File: src/inc/prot_pkg.sv
// Purpose: Shared constants for the protection supervisor
// Assumes: 125 MHz core clock
// Notes: Fault codes select what the display shows
package prot_pkg;
  localparam int unsigned CLK_HZ = 125000000;
  localparam int unsigned MEAS_W = 16;
  localparam int unsigned DELAY_W = 40;
  // Fault code shown on the display
  localparam logic [2:0] CODE_NONE = 3'h0;
  localparam logic [2:0] CODE_OV = 3'h1;
  localparam logic [2:0] CODE_OC = 3'h2;
  localparam logic [2:0] CODE_OP = 3'h3;
  localparam logic [2:0] CODE_OT = 3'h4;
  localparam logic [2:0] CODE_RV = 3'h5;
  // Over-power duration limit, in microseconds
  localparam int unsigned OP_LIMIT_US = 1000;
  localparam longint unsigned OP_LIMIT_CYC = longint'(OP_LIMIT_US) * CLK_HZ / 1000000;
  // Beep length, in microseconds
  localparam int unsigned BEEP_US = 100000;
  localparam longint unsigned BEEP_CYC = longint'(BEEP_US) * CLK_HZ / 1000000;
  localparam logic [4:0] STATUS_RESET = 5'h00;
  localparam logic SUMMARY_RESET = 1'b0;
endpackage : prot_pkg

File: src/core/dur_timer.sv
// Purpose: Duration timer that flags expiry after a programmed count
// Assumes: Count restarts whenever run drops or restart pulses
// Notes: Saturates at expiry
`timescale 1ns/10ps
module dur_timer #(
  parameter int unsigned W = 40
) (
  input wire logic core_clk,
  input wire logic rst,
  input wire logic run,
  input wire logic restart,
  input wire logic [W-1:0] limit,
  output logic expired
);
  logic [W-1:0] count_r;

  always_ff @(posedge core_clk)
  begin
    if (rst || !run || restart)
    begin
      count_r <= '0;
    end
    else if (count_r < limit)
    begin
      count_r <= count_r + W'(1);
    end
  end

  assign expired = run && !restart && (count_r >= limit);
endmodule : dur_timer

File: src/core/prot_supervisor.sv
// Purpose: Latched protection supervisor for a DC electronic load
// Assumes: Fault detectors and measurements synchronous to core_clk
// Notes: Rules carried by this block follow
// Contract
// - A trip sets status, turns input off, beeps, shows code, latches out commands.
// - Latched state is left only by panel clear or remote clear.
// - A clear with the fault still present latches again at once.
// - Enabled over-current below delay shows pending, input stays on; clear restarts timer.
// - Over fixed voltage threshold trips, shows over-voltage code, sets its flags.
// - With over-current enabled, current above programmed limit starts timer and shows pending, input stays on.
// - Timer reaching delay trips, shows over-current code, sets over-current and summary.
// - Power above rating engages limiter at once while power is computed.
// - Over-power lasting beyond limit trips, shows code, sets over-power and summary.
// - Over-temperature trips; clear does not release until temperature is normal.
// - Reverse polarity trips, shows reverse code, sets reverse and voltage-fault flags.
// - Status flags stay until a clear has come and the fault is gone.
`timescale 1ns/10ps
module prot_supervisor #(
  parameter int unsigned MW = prot_pkg::MEAS_W,
  parameter int unsigned DW = prot_pkg::DELAY_W,
  parameter int unsigned POWER_MAX = 400,
  parameter int unsigned OV_THRESH = 16'h7fff,
  parameter longint unsigned OP_LIMIT = prot_pkg::OP_LIMIT_CYC,
  parameter longint unsigned BEEP_LEN = prot_pkg::BEEP_CYC
) (
  input wire logic core_clk,
  input wire logic rst,
  input wire logic [MW-1:0] voltage_meas,
  input wire logic [MW-1:0] current_meas,
  input wire logic temp_high,
  input wire logic reverse_detect,
  input wire logic oc_enable,
  input wire logic [MW-1:0] oc_level,
  input wire logic [DW-1:0] oc_delay,
  input wire logic panel_clear,
  input wire logic remote_clear,
  input wire logic input_on_req,
  input wire logic input_off_req,
  output logic input_on,
  output logic power_limit_on,
  output logic [2*MW-1:0] power_meas,
  output logic beep,
  output logic [2:0] fault_code,
  output logic latched,
  output logic overvoltage_flag,
  output logic overcurrent_flag,
  output logic overpower_flag,
  output logic overtemperature_flag,
  output logic reverse_polarity_flag,
  output logic voltage_fault_flag,
  output logic protection_summary_flag,
  output logic protection_pending_indicator
);
  typedef enum logic [0:0] {ST_NORMAL, ST_LATCHED} state_t;

  state_t state_r;
  logic [2*MW-1:0] power_now;
  logic ov_cond;
  logic oc_cond;
  logic op_cond;
  logic clear;
  logic oc_expired;
  logic op_expired;
  logic [4:0] trip;
  logic [4:0] cond;
  logic [4:0] status_r;
  logic [4:0] status_nxt;
  logic [31:0] beep_cnt_r;
  logic [2:0] code_nxt;

  assign power_now = voltage_meas * current_meas;
  assign clear = panel_clear || remote_clear;
  assign ov_cond = voltage_meas > MW'(OV_THRESH);
  assign oc_cond = oc_enable && (current_meas > oc_level);
  assign op_cond = power_now > (2*MW)'(POWER_MAX);

  dur_timer #(.W(DW)) u_oc_timer (
    .core_clk(core_clk),
    .rst(rst),
    .run(oc_cond),
    .restart(clear),
    .limit(oc_delay),
    .expired(oc_expired)
  );

  dur_timer #(.W(DW)) u_op_timer (
    .core_clk(core_clk),
    .rst(rst),
    .run(op_cond),
    .restart(1'b0),
    .limit(DW'(OP_LIMIT)),
    .expired(op_expired)
  );

  // Order: OV, OC, OP, OT, RV
  assign cond = {reverse_detect, temp_high, op_cond, oc_cond, ov_cond};
  assign trip = {reverse_detect, temp_high, op_expired, oc_expired, ov_cond};

  // Flags set on trip; drop only on a clear once the fault is gone
  always_comb
  begin
    status_nxt = status_r | trip;
    if (clear)
    begin
      status_nxt = trip | (status_r & cond);
    end
  end

  always_comb
  begin
    code_nxt = fault_code;
    if (trip[0])
    begin
      code_nxt = prot_pkg::CODE_OV;
    end
    else if (trip[4])
    begin
      code_nxt = prot_pkg::CODE_RV;
    end
    else if (trip[3])
    begin
      code_nxt = prot_pkg::CODE_OT;
    end
    else if (trip[2])
    begin
      code_nxt = prot_pkg::CODE_OP;
    end
    else if (trip[1])
    begin
      code_nxt = prot_pkg::CODE_OC;
    end
    else if (state_r == ST_LATCHED && clear && status_nxt == 5'h00)
    begin
      code_nxt = prot_pkg::CODE_NONE;
    end
  end

  always_ff @(posedge core_clk)
  begin
    if (rst)
    begin
      status_r <= prot_pkg::STATUS_RESET;
    end
    else
    begin
      status_r <= status_nxt;
    end
  end

  always_ff @(posedge core_clk)
  begin
    if (rst)
    begin
      state_r <= ST_NORMAL;
    end
    else
    begin
      unique case (state_r)
        ST_NORMAL:
        begin
          if (|trip)
          begin
            state_r <= ST_LATCHED;
          end
        end
        ST_LATCHED:
        begin
          if (clear && status_nxt == 5'h00)
          begin
            state_r <= ST_NORMAL;
          end
        end
      endcase
    end
  end

  // Input on/off commands are ignored while latched
  always_ff @(posedge core_clk)
  begin
    if (rst)
    begin
      input_on <= 1'b0;
    end
    else if (|trip || state_r == ST_LATCHED)
    begin
      input_on <= 1'b0;
    end
    else if (input_off_req)
    begin
      input_on <= 1'b0;
    end
    else if (input_on_req)
    begin
      input_on <= 1'b1;
    end
  end

  always_ff @(posedge core_clk)
  begin
    if (rst)
    begin
      beep_cnt_r <= '0;
      beep <= 1'b0;
    end
    else if (state_r == ST_NORMAL && |trip)
    begin
      beep_cnt_r <= 32'(BEEP_LEN);
      beep <= 1'b1;
    end
    else if (beep_cnt_r != 32'h0)
    begin
      beep_cnt_r <= beep_cnt_r - 32'h1;
      beep <= beep_cnt_r > 32'h1;
    end
    else
    begin
      beep <= 1'b0;
    end
  end

  always_ff @(posedge core_clk)
  begin
    if (rst)
    begin
      fault_code <= prot_pkg::CODE_NONE;
      latched <= 1'b0;
    end
    else
    begin
      fault_code <= code_nxt;
      latched <= (state_r == ST_LATCHED) ? !(clear && status_nxt == 5'h00) : |trip;
    end
  end

  always_ff @(posedge core_clk)
  begin
    if (rst)
    begin
      power_limit_on <= 1'b0;
      power_meas <= '0;
    end
    else
    begin
      power_limit_on <= op_cond;
      power_meas <= power_now;
    end
  end

  always_ff @(posedge core_clk)
  begin
    if (rst)
    begin
      overvoltage_flag <= 1'b0;
      overcurrent_flag <= 1'b0;
      overpower_flag <= 1'b0;
      overtemperature_flag <= 1'b0;
      reverse_polarity_flag <= 1'b0;
      voltage_fault_flag <= 1'b0;
      protection_summary_flag <= prot_pkg::SUMMARY_RESET;
      protection_pending_indicator <= 1'b0;
    end
    else
    begin
      overvoltage_flag <= status_nxt[0];
      overcurrent_flag <= status_nxt[1];
      overpower_flag <= status_nxt[2];
      overtemperature_flag <= status_nxt[3];
      reverse_polarity_flag <= status_nxt[4];
      voltage_fault_flag <= status_nxt[0] | status_nxt[4];
      protection_summary_flag <= |status_nxt[3:1];
      protection_pending_indicator <= oc_cond && !oc_expired && !clear;
    end
  end
endmodule : prot_supervisor

File: config.mk
export PLATFORM = sky130hd
export DESIGN_NAME = prot_supervisor
export DESIGN_NICKNAME = d
export VERILOG_FILES = /design/src/inc/prot_pkg.sv /design/src/core/dur_timer.sv /design/src/core/prot_supervisor.sv
export SDC_FILE = /design/constraint.sdc
export NUM_CORES = 1
export LEC_CHECK = 0
export BUFFER_PORTS_ARGS = -buffer_cell sky130_fd_sc_hd__clkbuf_2
export CAP_MARGIN = 20
export CORE_MARGIN = 1.5
export CORE_UTILIZATION = 55
export DETAILED_ROUTE_END_ITERATION = 8
export GPL_ROUTABILITY_DRIVEN = 0
export PLACE_DENSITY = 0.74
export SYNTH_ARGS = -nofsm -noshare
export SYNTH_HDL_FRONTEND = slang
export SYNTH_SLANG_ARGS = --single-unit
File: constraint.sdc
create_clock -name core_clk -period 14.1 [get_ports core_clk]
set_input_delay 1.41 -clock core_clk [delete_from_list [all_inputs] [get_ports core_clk]]
set_output_delay 1.41 -clock core_clk [all_outputs]
set_load 0.05 [all_outputs]
==> results.md, run 1 <==
- Slew HR: 0.284
- DR iter-0 viols: 829
- Setup TNS: 0 ps
- Final setup viols: 0
- Clk Latency, worst-skew pair: between 400 and 500 ps
- Final net count: 2483
- Wire length per cell: 16.4 um
- CP Cell Sequence: clkbuf_2, and2_1, fa_1, inv_1, fa_1, fa_1, fa_1, inv_1, fa_1, inv_1, fa_1, inv_1, ha_1, nand4_1, or3_4, a2111oi_2, mux2i_1, o211ai_1, nand4b_2, nor4_1, or2_1, inv_2, and2_1
- PortBufs: 143
- Yosys reg bits: 159
- CTS tree: built
- Synthesized area: between 15000 and 20000 sq um
- Fin worst setup slack: 5410 ps
- Layout cells sized above 1: 0.112
- Clk pin slew, worst setup/hold paths: about 60 ps
- Initial antenna violation count: 0
- Htree depth: 4
- Slowest CP cell: fa_1
- TritonCTS Buffers: 17
- Vias per std cell: roughly 5.6
- Critical path buffer and inverter count: 6
- Crit Path Class: in2reg
- Global route overflow: 0
- Hold buffers post-CTS: 0
- RSZ-0062 raised after global routing: no
- Via count: ~14k
- Die W: approximately 180 um
- Count of cells resized by post-cts repair: 0
- Worst r2r dst: u_oc_timer.count_r[39]
- R2r startpoint: u_oc_timer.count_r[17]
- Yosys cell types: a little under 80
- Post-Route WL: between 30 and 40 mm
- Worst Setup EP: u_op_timer.count_r[32]
- Clk sinks: roughly 160
- Most frequent CP cell: fa_1
- Mapped Nets: about 2.4k
- Synth Flop Type: dfxtp_1
- Number of global-route vias before repair: between 10k and 15k
- Min Tclk post-route: just under 9000 ps
- Filler cells: 2603
- DRC: 0
- Rows: 63
- Final Hold Fails: 0
- Clock Skew: ~24 ps
- Antenna fix cells: 0
- Die height: 178 um
- Crit start category: primary input
- Placed cell areas: 17700 sq um
- Total GRT Usage: 0.268
- Post-synthesis sequential area ratio: 0.190
- Tcrit/Tclk final: 0.617
- Die area: between 30000 and 40000 sq um
- CP Depth: 23
- Final Util: 0.614
- Arrival time worst endpoint: between 8000 and 9000 ps
- Fin. max-slew vios: 0
- Max Freq: about 120 MHz
- Tightest Pin Transition: 1070 ps
- Core Region: between 20000 and 30000 sq um
- Crit path max-delay family: adder cells
- First-pass GRT wire length: 67.5 mm
- Drt pass-1 iters: 5
- Status: complete, no violations
- Worst r2r path cells: 11
- Reg-to-reg slack, setup: roughly 11000 ps
- Mean Syn Cell Area: slightly below 9 sq um
- Post-DP HPWL: ~31 mm
- Final instance area: between 15000 and 20000 sq um
- Initial Util: 0.563
- Synth Instances: 1936
- CTS root buf: clkbuf_16
- EDFF count, synth: 0
- Worst Path Required: 14400 ps
- Critical Path Max Stage Delay: 570 ps
- Worst-path maximum fanout: 24
- CP startpoint: current_meas[4]
- Antenna-violating nets left: 0
- Area growth syn-to-layout: 9.10%
- YS warnings: 0
- CTS Buffer Depth: 2
- Hold/Removal Path Class: reg2reg
- Max Cap Violations: 0
- Ys async rst share: 0
- Post-CTS setup buffers: 0
- Largest net degree at the start of global routing: 76
- CP endpoint kind: flip-flop
- Setup WS pre-CTS: 5010 ps
- # IOs: approximately 140
==> layer usage <==
metal / track usage / vias up / share of wire
met5: 0 / - / 0
met4: 0.125 / 0 / 0.043
met3: 0.0338 / 103 / 0.050
met2: 0.480 / 413 / 0.50
met1: 0.318 / 6674 / 0.40
li1: - / 6520 / -
==> final cells by class <==
| class | count | area (sq um) | area share |
|---|---|---|---|
| flip-flops and latches | 159 | 3180 | 0.174 |
| multi-input cells | 1388 | 12100 | 0.661 |
| inverters | 314 | 1180 | 0.0644 |
| clock inverters | 13 | 168 | 0.00916 |
| repair buffers | 147 | 746 | 0.0408 |
| well taps | 390 | 488 | 0.0267 |
| clock buffers | 19 | 443 | 0.0242 |
==> metrics by stage <==
step           std cells  hold WS (ps)
3_3_place_gp        2398           443
4_1_cts             2430           464
5_1_grt             2430           475
3_5_place_dp        2398           446
6_report            2430           462
2_1_floorplan       1936           430
==> synthesized netlist by cell type, types with 19 or more instances <==
library cell    n  area share
inv_1         313       0.070
fa_1          194        0.23
nand2_1       191       0.043
ha_1          165        0.12
dfxtp_1       159        0.19
and2_1        152       0.057
nor2_1        101       0.023
a21oi_1        81       0.024
clkbuf_1       53       0.012
xnor2_1        48       0.025
a21o_1         41       0.018
o21ai_0        40       0.012
nand4_1        38       0.014
nor3_1         31      0.0093
nand3_1        29      0.0087
nor4_1         25      0.0093
and3_1         22      0.0082
xor2_1         21       0.011
nor3_2         20       0.012
or3_1          19      0.0071
==> logic make-up (layout without fill, tap and decap cells) <==
logic type | Yosys count | count (layout) | synth area share
AOI/OAI and AO/OA | 271 | 271 | 0.110
and+or+nand+nor | 681 | 681 | 0.215
DFF | 159 | 159 | 0.190
buffers and inverters | 389 | 493 | 0.0896
adders and majority gates | 359 | 359 | 0.355
xor gates and xnor gates | 69 | 69 | 0.0360
muxes | 8 | 8 | 0.00500
==> flip-flops by register name (all words and copies together), names as in the netlist <==
name and flops:
voltage_fault_flag 1, u_op_timer.count_r 40, beep_cnt_r 32, u_oc_timer.count_r 40, beep 1, protection_summary_flag 1
power_meas 32, protection_pending_indicator 1, input_on 1, fault_code 3, power_limit_on 1, status_r 5
state_r 1
==> worst min path at each step <==
stage	startpoint	to	slack [ps]	depth (start not counted)
5_1_grt	u_op_timer.count_r[38]	u_op_timer.count_r[38]	470	1
3_5_place_dp	u_op_timer.count_r[22]	u_op_timer.count_r[22]	450	1
3_3_place_gp	u_op_timer.count_r[34]	u_op_timer.count_r[34]	440	1
4_1_cts	u_op_timer.count_r[28]	u_op_timer.count_r[28]	460	1
6_report	u_op_timer.count_r[38]	u_op_timer.count_r[38]	460	1
2_1_floorplan	u_op_timer.count_r[39]	u_op_timer.count_r[39]	430	1
==> layout by cell type (no fill, tap or decap), types with 29 or more instances in the layout <==
cell and count:
ha_1 165, o21ai_0 40, and2_1 152, nand4_1 38
a21o_1 41, fa_1 194, a21oi_1 81, xnor2_1 48
dfxtp_1 159, nand3_1 29, nor3_1 31, inv_1 313
clkbuf_2 143, nand2_1 191, nor2_1 101
==> worst register-to-register path, cell delays in order (launching register included) <==
cell     delay (ps)
dfxtp_1         450
ha_1            290
a21o_1          180
a21o_1          170
a21oi_1         130
o21ai_0          80
a21oi_1         250
inv_1            90
o21a_1          290
or4_1           830
or4_1           580
a21oi_1         150
Power of run 1 is left out: the tool's default activity adds up to more than one toggle a clock period on the data nets, which glitch-free logic cannot reach.
==> inputs of run 2 (changes only) <==
clock period = 9.1 ns   (was 14.1 ns; I/O delays follow)
==> run 2 against run 1 <==
  * Flip-flop and latch count stayed put
  * Count of clock-buffer cells in the layout is 1 lower
  * Setup slack worse by 4300 ps
  * Register-to-register slack worse by 5000 ps
  * Via count hardly changed
  * Cell count is 0.16% higher
  * Global-route usage is 0.22 points lower
  * Design area is 0.11% lower
  * Worst hold slack better by 3.0 ps
  * Critical path depth is 1 higher
  * Critical path type unchanged
==> results.md, run 2 (synthesized netlist as in run 1, its figures left out) <==
- Status: complete, no violations
- Clk Latency, worst-skew pair: 430 ps (about the same)
- Slew HR: 0.415 (+0.130)
- First-pass GRT wire length: 66.6 mm (-1.4%)
- Setup TNS: 0 ps (unchanged)
- RSZ-0062 raised after global routing: no
- Clk sinks: 159 (unchanged)
- Total GRT Usage: 0.266 (-0.00219)
- Arrival time worst endpoint: 8340 ps (-650 ps)
- Most frequent cells in the layout: 313 x inv_1, 194 x fa_1, 191 x nand2_1, 165 x ha_1, 159 x dfxtp_1
- Final setup viols: 0 (unchanged)
- Layout cells sized above 1: 0.114 (+0.00174)
- Fin worst setup slack: 1110 ps (-4300 ps)
- Antenna-violating nets left: 0 (unchanged)
- Via count: 13.7k (-0.073%)
- Setup WS pre-CTS: 738 ps (-4270 ps)
- Wire length per cell: 16.5 um (+0.58%)
- Htree depth: 4 (unchanged)
- Post-CTS setup buffers: 0 (unchanged)
- Clock Skew: 17.4 ps (-6.20 ps)
- Post-Route WL: 40.1 mm (+0.74%)
- CTS root buf: clkbuf_16
- Worst Path Required: 9450 ps (-4950 ps)
- Final instance area: 18300 sq um (-0.11%)
- CTS Buffer Depth: 2 (unchanged)
- M3 GR Usage: 0.0358 (+0.00193)
- Antenna fix cells: 0 (unchanged)
- Slowest CP cell: o41ai_4
- Max Cap Violations: 0 (unchanged)
- Die height: 178 um (unchanged)
- Hold/Removal Path Class: reg2reg
- DR iter-0 viols: 871 (+5.1%)
- Busiest layer in global routing: met2
- Critical path buffer and inverter count: 6 (unchanged)
- DRC: 0 (unchanged)
- Met1 Use GR: 0.312 (-0.00578)
- Largest net degree at the start of global routing: 76 (unchanged)
- Crit start category: primary input
- Post-DP HPWL: 31.4 mm (+0.17%)
- Core Region: 29800 sq um (unchanged)
- Hold buffers post-CTS: 0 (unchanged)
- Vias per std cell: 5.63 (-0.24%)
- Placed cell areas: 17700 sq um (+0.21%)
- Crit path max-delay family: adder cells
- Final Hold Fails: 0 (unchanged)
- Die W: 178 um (unchanged)
- Drt pass-1 iters: 5 (unchanged)
- Max Freq: ~130 MHz
- Area growth syn-to-layout: 8.98%
- CTS tree: built
- Tcrit/Tclk final: 0.879
- Hold slack: 465 ps (+2.95 ps)
- Number of global-route vias before repair: 14.0k (-2.5%)
- CP Cell Sequence: clkbuf_2, and2_1, fa_1, inv_1, fa_1, fa_1, fa_1, inv_1, fa_1, inv_1, fa_1, inv_1, ha_1, a21o_1, a31oi_1, o21ai_1, or2_1, o311ai_1, and4_1, nand4b_2, o41ai_4, a31oi_2, buf_4, nor3_2
- Final net count: 2488 (+0.20%)
- Initial Util: 0.563 (unchanged)
- Most common cell after layout, fill and taps aside: inv_1
- Most frequent CP cell: fa_1
- Die area: 31500 sq um (unchanged)
- Critical Path Max Stage Delay: 690 ps (+120 ps)
- Global route overflow: 0 (unchanged)
- Met2 Track Usage GR: 0.485 (+0.00521)
- Largest registers: u_oc_timer.count_r: 40 flops, u_op_timer.count_r: 40 flops
- Min Tclk post-route: ~8000 ps
- Tightest Pin Transition: 870 ps (-195 ps)
- Rows: 63 (unchanged)
- Count of cells resized by post-cts repair: 0 (unchanged)
- Crit Path Class: in2reg
- # IOs: 144 (unchanged)
- Worst-path maximum fanout: 20 (-17%)
- Clk pin slew, worst setup/hold paths: 70 ps (about the same)
- Fin. max-slew vios: 0 (unchanged)
- PortBufs: 143 (unchanged)
- TritonCTS Buffers: 17 (unchanged)
- Filler cells: 2563 (-1.5%)
- CP endpoint kind: flip-flop
- Initial antenna violation count: 0 (unchanged)
==> run 2: cell types whose count changed in the layout (fill, tap and decap cells not counted) <==
cell	previous run	this run
buf_4	4	9
bufinv_16	2	0
clkbuf_8	1	0
clkinv_2	0	2
clkinv_4	2	1
clkinvlp_4	1	0
inv_8	2	4
==> run 2: final timing paths <==
| path | slack, ps | startpoint | cells after the start | endpoint |
|---|---|---|---|---|
| max reg2reg | 5540 | u_oc_timer.count_r[17] | 11 | u_oc_timer.count_r[39] |
| min | 460 | u_op_timer.count_r[22] | 1 | u_op_timer.count_r[22] |
| max | 1110 | current_meas[6] | 24 | beep_cnt_r[29] |
| min reg2reg | 460 | u_op_timer.count_r[22] | 1 | u_op_timer.count_r[22] |
==> run 2: cell type report <==
| cell class | instances | area [sq um] | share of cell area |
|---|---|---|---|
| clock buffers | 18 | 429 | 0.0235 |
| clock inverters | 13 | 124 | 0.00678 |
| inverters | 314 | 1180 | 0.0645 |
| multi-input cells | 1388 | 12100 | 0.662 |
| flip-flops and latches | 159 | 3180 | 0.174 |
| well taps | 390 | 488 | 0.0267 |
| repair buffers | 152 | 783 | 0.0429 |
==> run 2: metal layers <==
metal,vias to the layer above,part of all wire
met3,85,0.047
li1,6539,-
met1,6692,0.41
met4,0,0.034
met2,384,0.51
met5,-,0
==> run 2: metrics by stage <==
stage | instances | util
after floorplan | 1936 | -
after global placement | 2403 | 0.595
after detailed placement | 2403 | 0.595
after CTS | 2434 | 0.613
after global routing | 2434 | 0.613
final | 2434 | 0.613
Power of run 2 is left out for the same reason.
==> inputs of run 3 (changes only) <==
PLACE_DENSITY = 0.73   (was 0.74)
==> run 3 against run 2 <==
  * First-iteration DRC count shrank 7.2%
  * Maximum frequency grew 0.46%
  * Flip-flop and latch count is the same
  * Largest cell class unchanged
==> results.md, run 3 (synthesized netlist as in run 1, its figures left out) <==
- PortBufs: 143 (unchanged)
- CTS tree: built
- Wire length per cell: 16.6 um (+0.85%)
- Final Hold Fails: 0 (unchanged)
- Arrival time worst endpoint: 8310 ps (-30 ps)
- Max Freq: 126 MHz (+0.46%)
- Area growth syn-to-layout: 9.36%
- RSZ-0062 raised after global routing: no
- Slew HR: 0.411 (-0.00425)
- Crit start category: primary input
- Post-DP HPWL: 31.4 mm (about the same)
- M3 GR Usage: 0.0334 (-0.00236)
- Final instance area: 18300 sq um (+0.34%)
- Total GRT Usage: 0.270 (+0.00483)
- Busiest layer in global routing: met2
- Final setup viols: 0 (unchanged)
- Count of cells resized by post-cts repair: 0 (unchanged)
- Min Tclk post-route: 7960 ps (-36.5 ps)
- Most common cell after layout, fill and taps aside: inv_1
- Crit Path Class: in2reg
- Placed cell areas: 17700 sq um (about the same)
- # IOs: 144 (unchanged)
- CP endpoint kind: flip-flop
- Final net count: 2487 (-0.040%)
- Post-CTS setup buffers: 0 (unchanged)
- Setup WS pre-CTS: 779 ps (+41.5 ps)
- Fin worst setup slack: 1140 ps (+36.5 ps)
- Clk sinks: 159 (unchanged)
- Core Region: 29800 sq um (unchanged)
- Die W: 178 um (unchanged)
- Hold/Removal Path Class: reg2reg
- Filler cells: 2604 (+1.6%)
- TritonCTS Buffers: 17 (unchanged)
- Clock Skew: 18.2 ps (+0.751 ps)
- Hold buffers post-CTS: 0 (unchanged)
- Most frequent cells in the layout: 313 x inv_1, 194 x fa_1, 191 x nand2_1, 165 x ha_1, 159 x dfxtp_1
- DRC: 0 (unchanged)
- Antenna-violating nets left: 0 (unchanged)
- Layout cells sized above 1: 0.114 (+0.000489)
- Met1 Use GR: 0.310 (-0.00222)
- Rows: 63 (unchanged)
- Htree depth: 4 (unchanged)
- Worst Path Required: 9450 ps (about the same)
- Met2 Track Usage GR: 0.499 (+0.0133)
- Antenna fix cells: 0 (unchanged)
- First-pass GRT wire length: 67.9 mm (+2.1%)
- Status: complete, no violations
- DR iter-0 viols: 808 (-7.2%)
- Max Cap Violations: 0 (unchanged)
- CTS Buffer Depth: 2 (unchanged)
- Post-Route WL: 40.5 mm (+0.85%)
- Drt pass-1 iters: 5 (unchanged)
- Fin. max-slew vios: 0 (unchanged)
- Clk Latency, worst-skew pair: 430 ps (about the same)
- Initial antenna violation count: 0 (unchanged)
- Die height: 178 um (unchanged)
- Global route overflow: 0 (unchanged)
- Vias per std cell: 5.67 (+0.77%)
- Via count: 13.8k (+0.77%)
- Clk pin slew, worst setup/hold paths: 80 ps (about the same)
- CTS root buf: clkbuf_16
- Die area: 31500 sq um (unchanged)
- Worst-path maximum fanout: 20 (unchanged)
- Largest registers: u_oc_timer.count_r: 40 flops, u_op_timer.count_r: 40 flops
- Largest net degree at the start of global routing: 76 (unchanged)
- Setup TNS: 0 ps (unchanged)
- Tcrit/Tclk final: 0.875 (-0.00401)
- Tightest Pin Transition: 884 ps (+14.4 ps)
- Initial Util: 0.563 (unchanged)
- Number of global-route vias before repair: 14.4k (+2.9%)
- Final Util: 0.615 (+0.00210)
## run 3: changes by cell type in the layout (fill, tap and decap cells not counted)
cell	previous run	this run
clkinv_2	2	1
buf_4	9	8
inv_8	4	5
clkbuf_1	1	0
clkinv_8	1	5
inv_6	5	1
bufinv_16	0	1
clkinvlp_4	0	1
## run 3: cell type report
type                       instances  area [sq um]  area share
multi-input combinational       1388         12100       0.659
sequential                       159          3180       0.174
inverter                         314          1180      0.0643
timing repair buffer             151           776      0.0423
tap                              390           488      0.0266
clock buffer                      17           425      0.0232
clock inverter                    15           198      0.0108
## run 3: critical path, cell delays in order
cell,delay (ps)
clkbuf_2,300
and2_1,270
fa_1,540
inv_1,60
fa_1,490
fa_1,510
inv_1,50
fa_1,460
fa_1,540
inv_1,60
fa_1,540
inv_1,50
ha_1,460
nand4_1,160
a211oi_1,540
or2_1,270
a221oi_1,160
nor4_1,320
nand4_1,270
o41ai_4,720
a31oi_2,150
buf_4,270
nor3_2,210
## run 3: final timing paths
path / from / to / slack (ps) / cells after the start
worst max-delay path: voltage_meas[6] / beep_cnt_r[22] / 1140 / 23
worst min-delay path: u_op_timer.count_r[24] / u_op_timer.count_r[24] / 470 / 1
worst max register to register: u_oc_timer.count_r[17] / u_oc_timer.count_r[39] / 5520 / 11
worst min register to register: u_op_timer.count_r[24] / u_op_timer.count_r[24] / 470 / 1
## run 3: metrics by stage
stage / std cells / hold slack (ps)
after floorplan: 1936 / 430
final: 2434 / 466
after global routing: 2434 / 477
after global placement: 2402 / 442
after detailed placement: 2402 / 445
after CTS: 2434 / 466
## run 3: per-layer routing
layer,up-vias,share of wire
li1,6530,-
met1,6766,0.40
met2,401,0.51
met3,108,0.044
met4,0,0.043
met5,-,0
Power of run 3 is left out for the same reason.
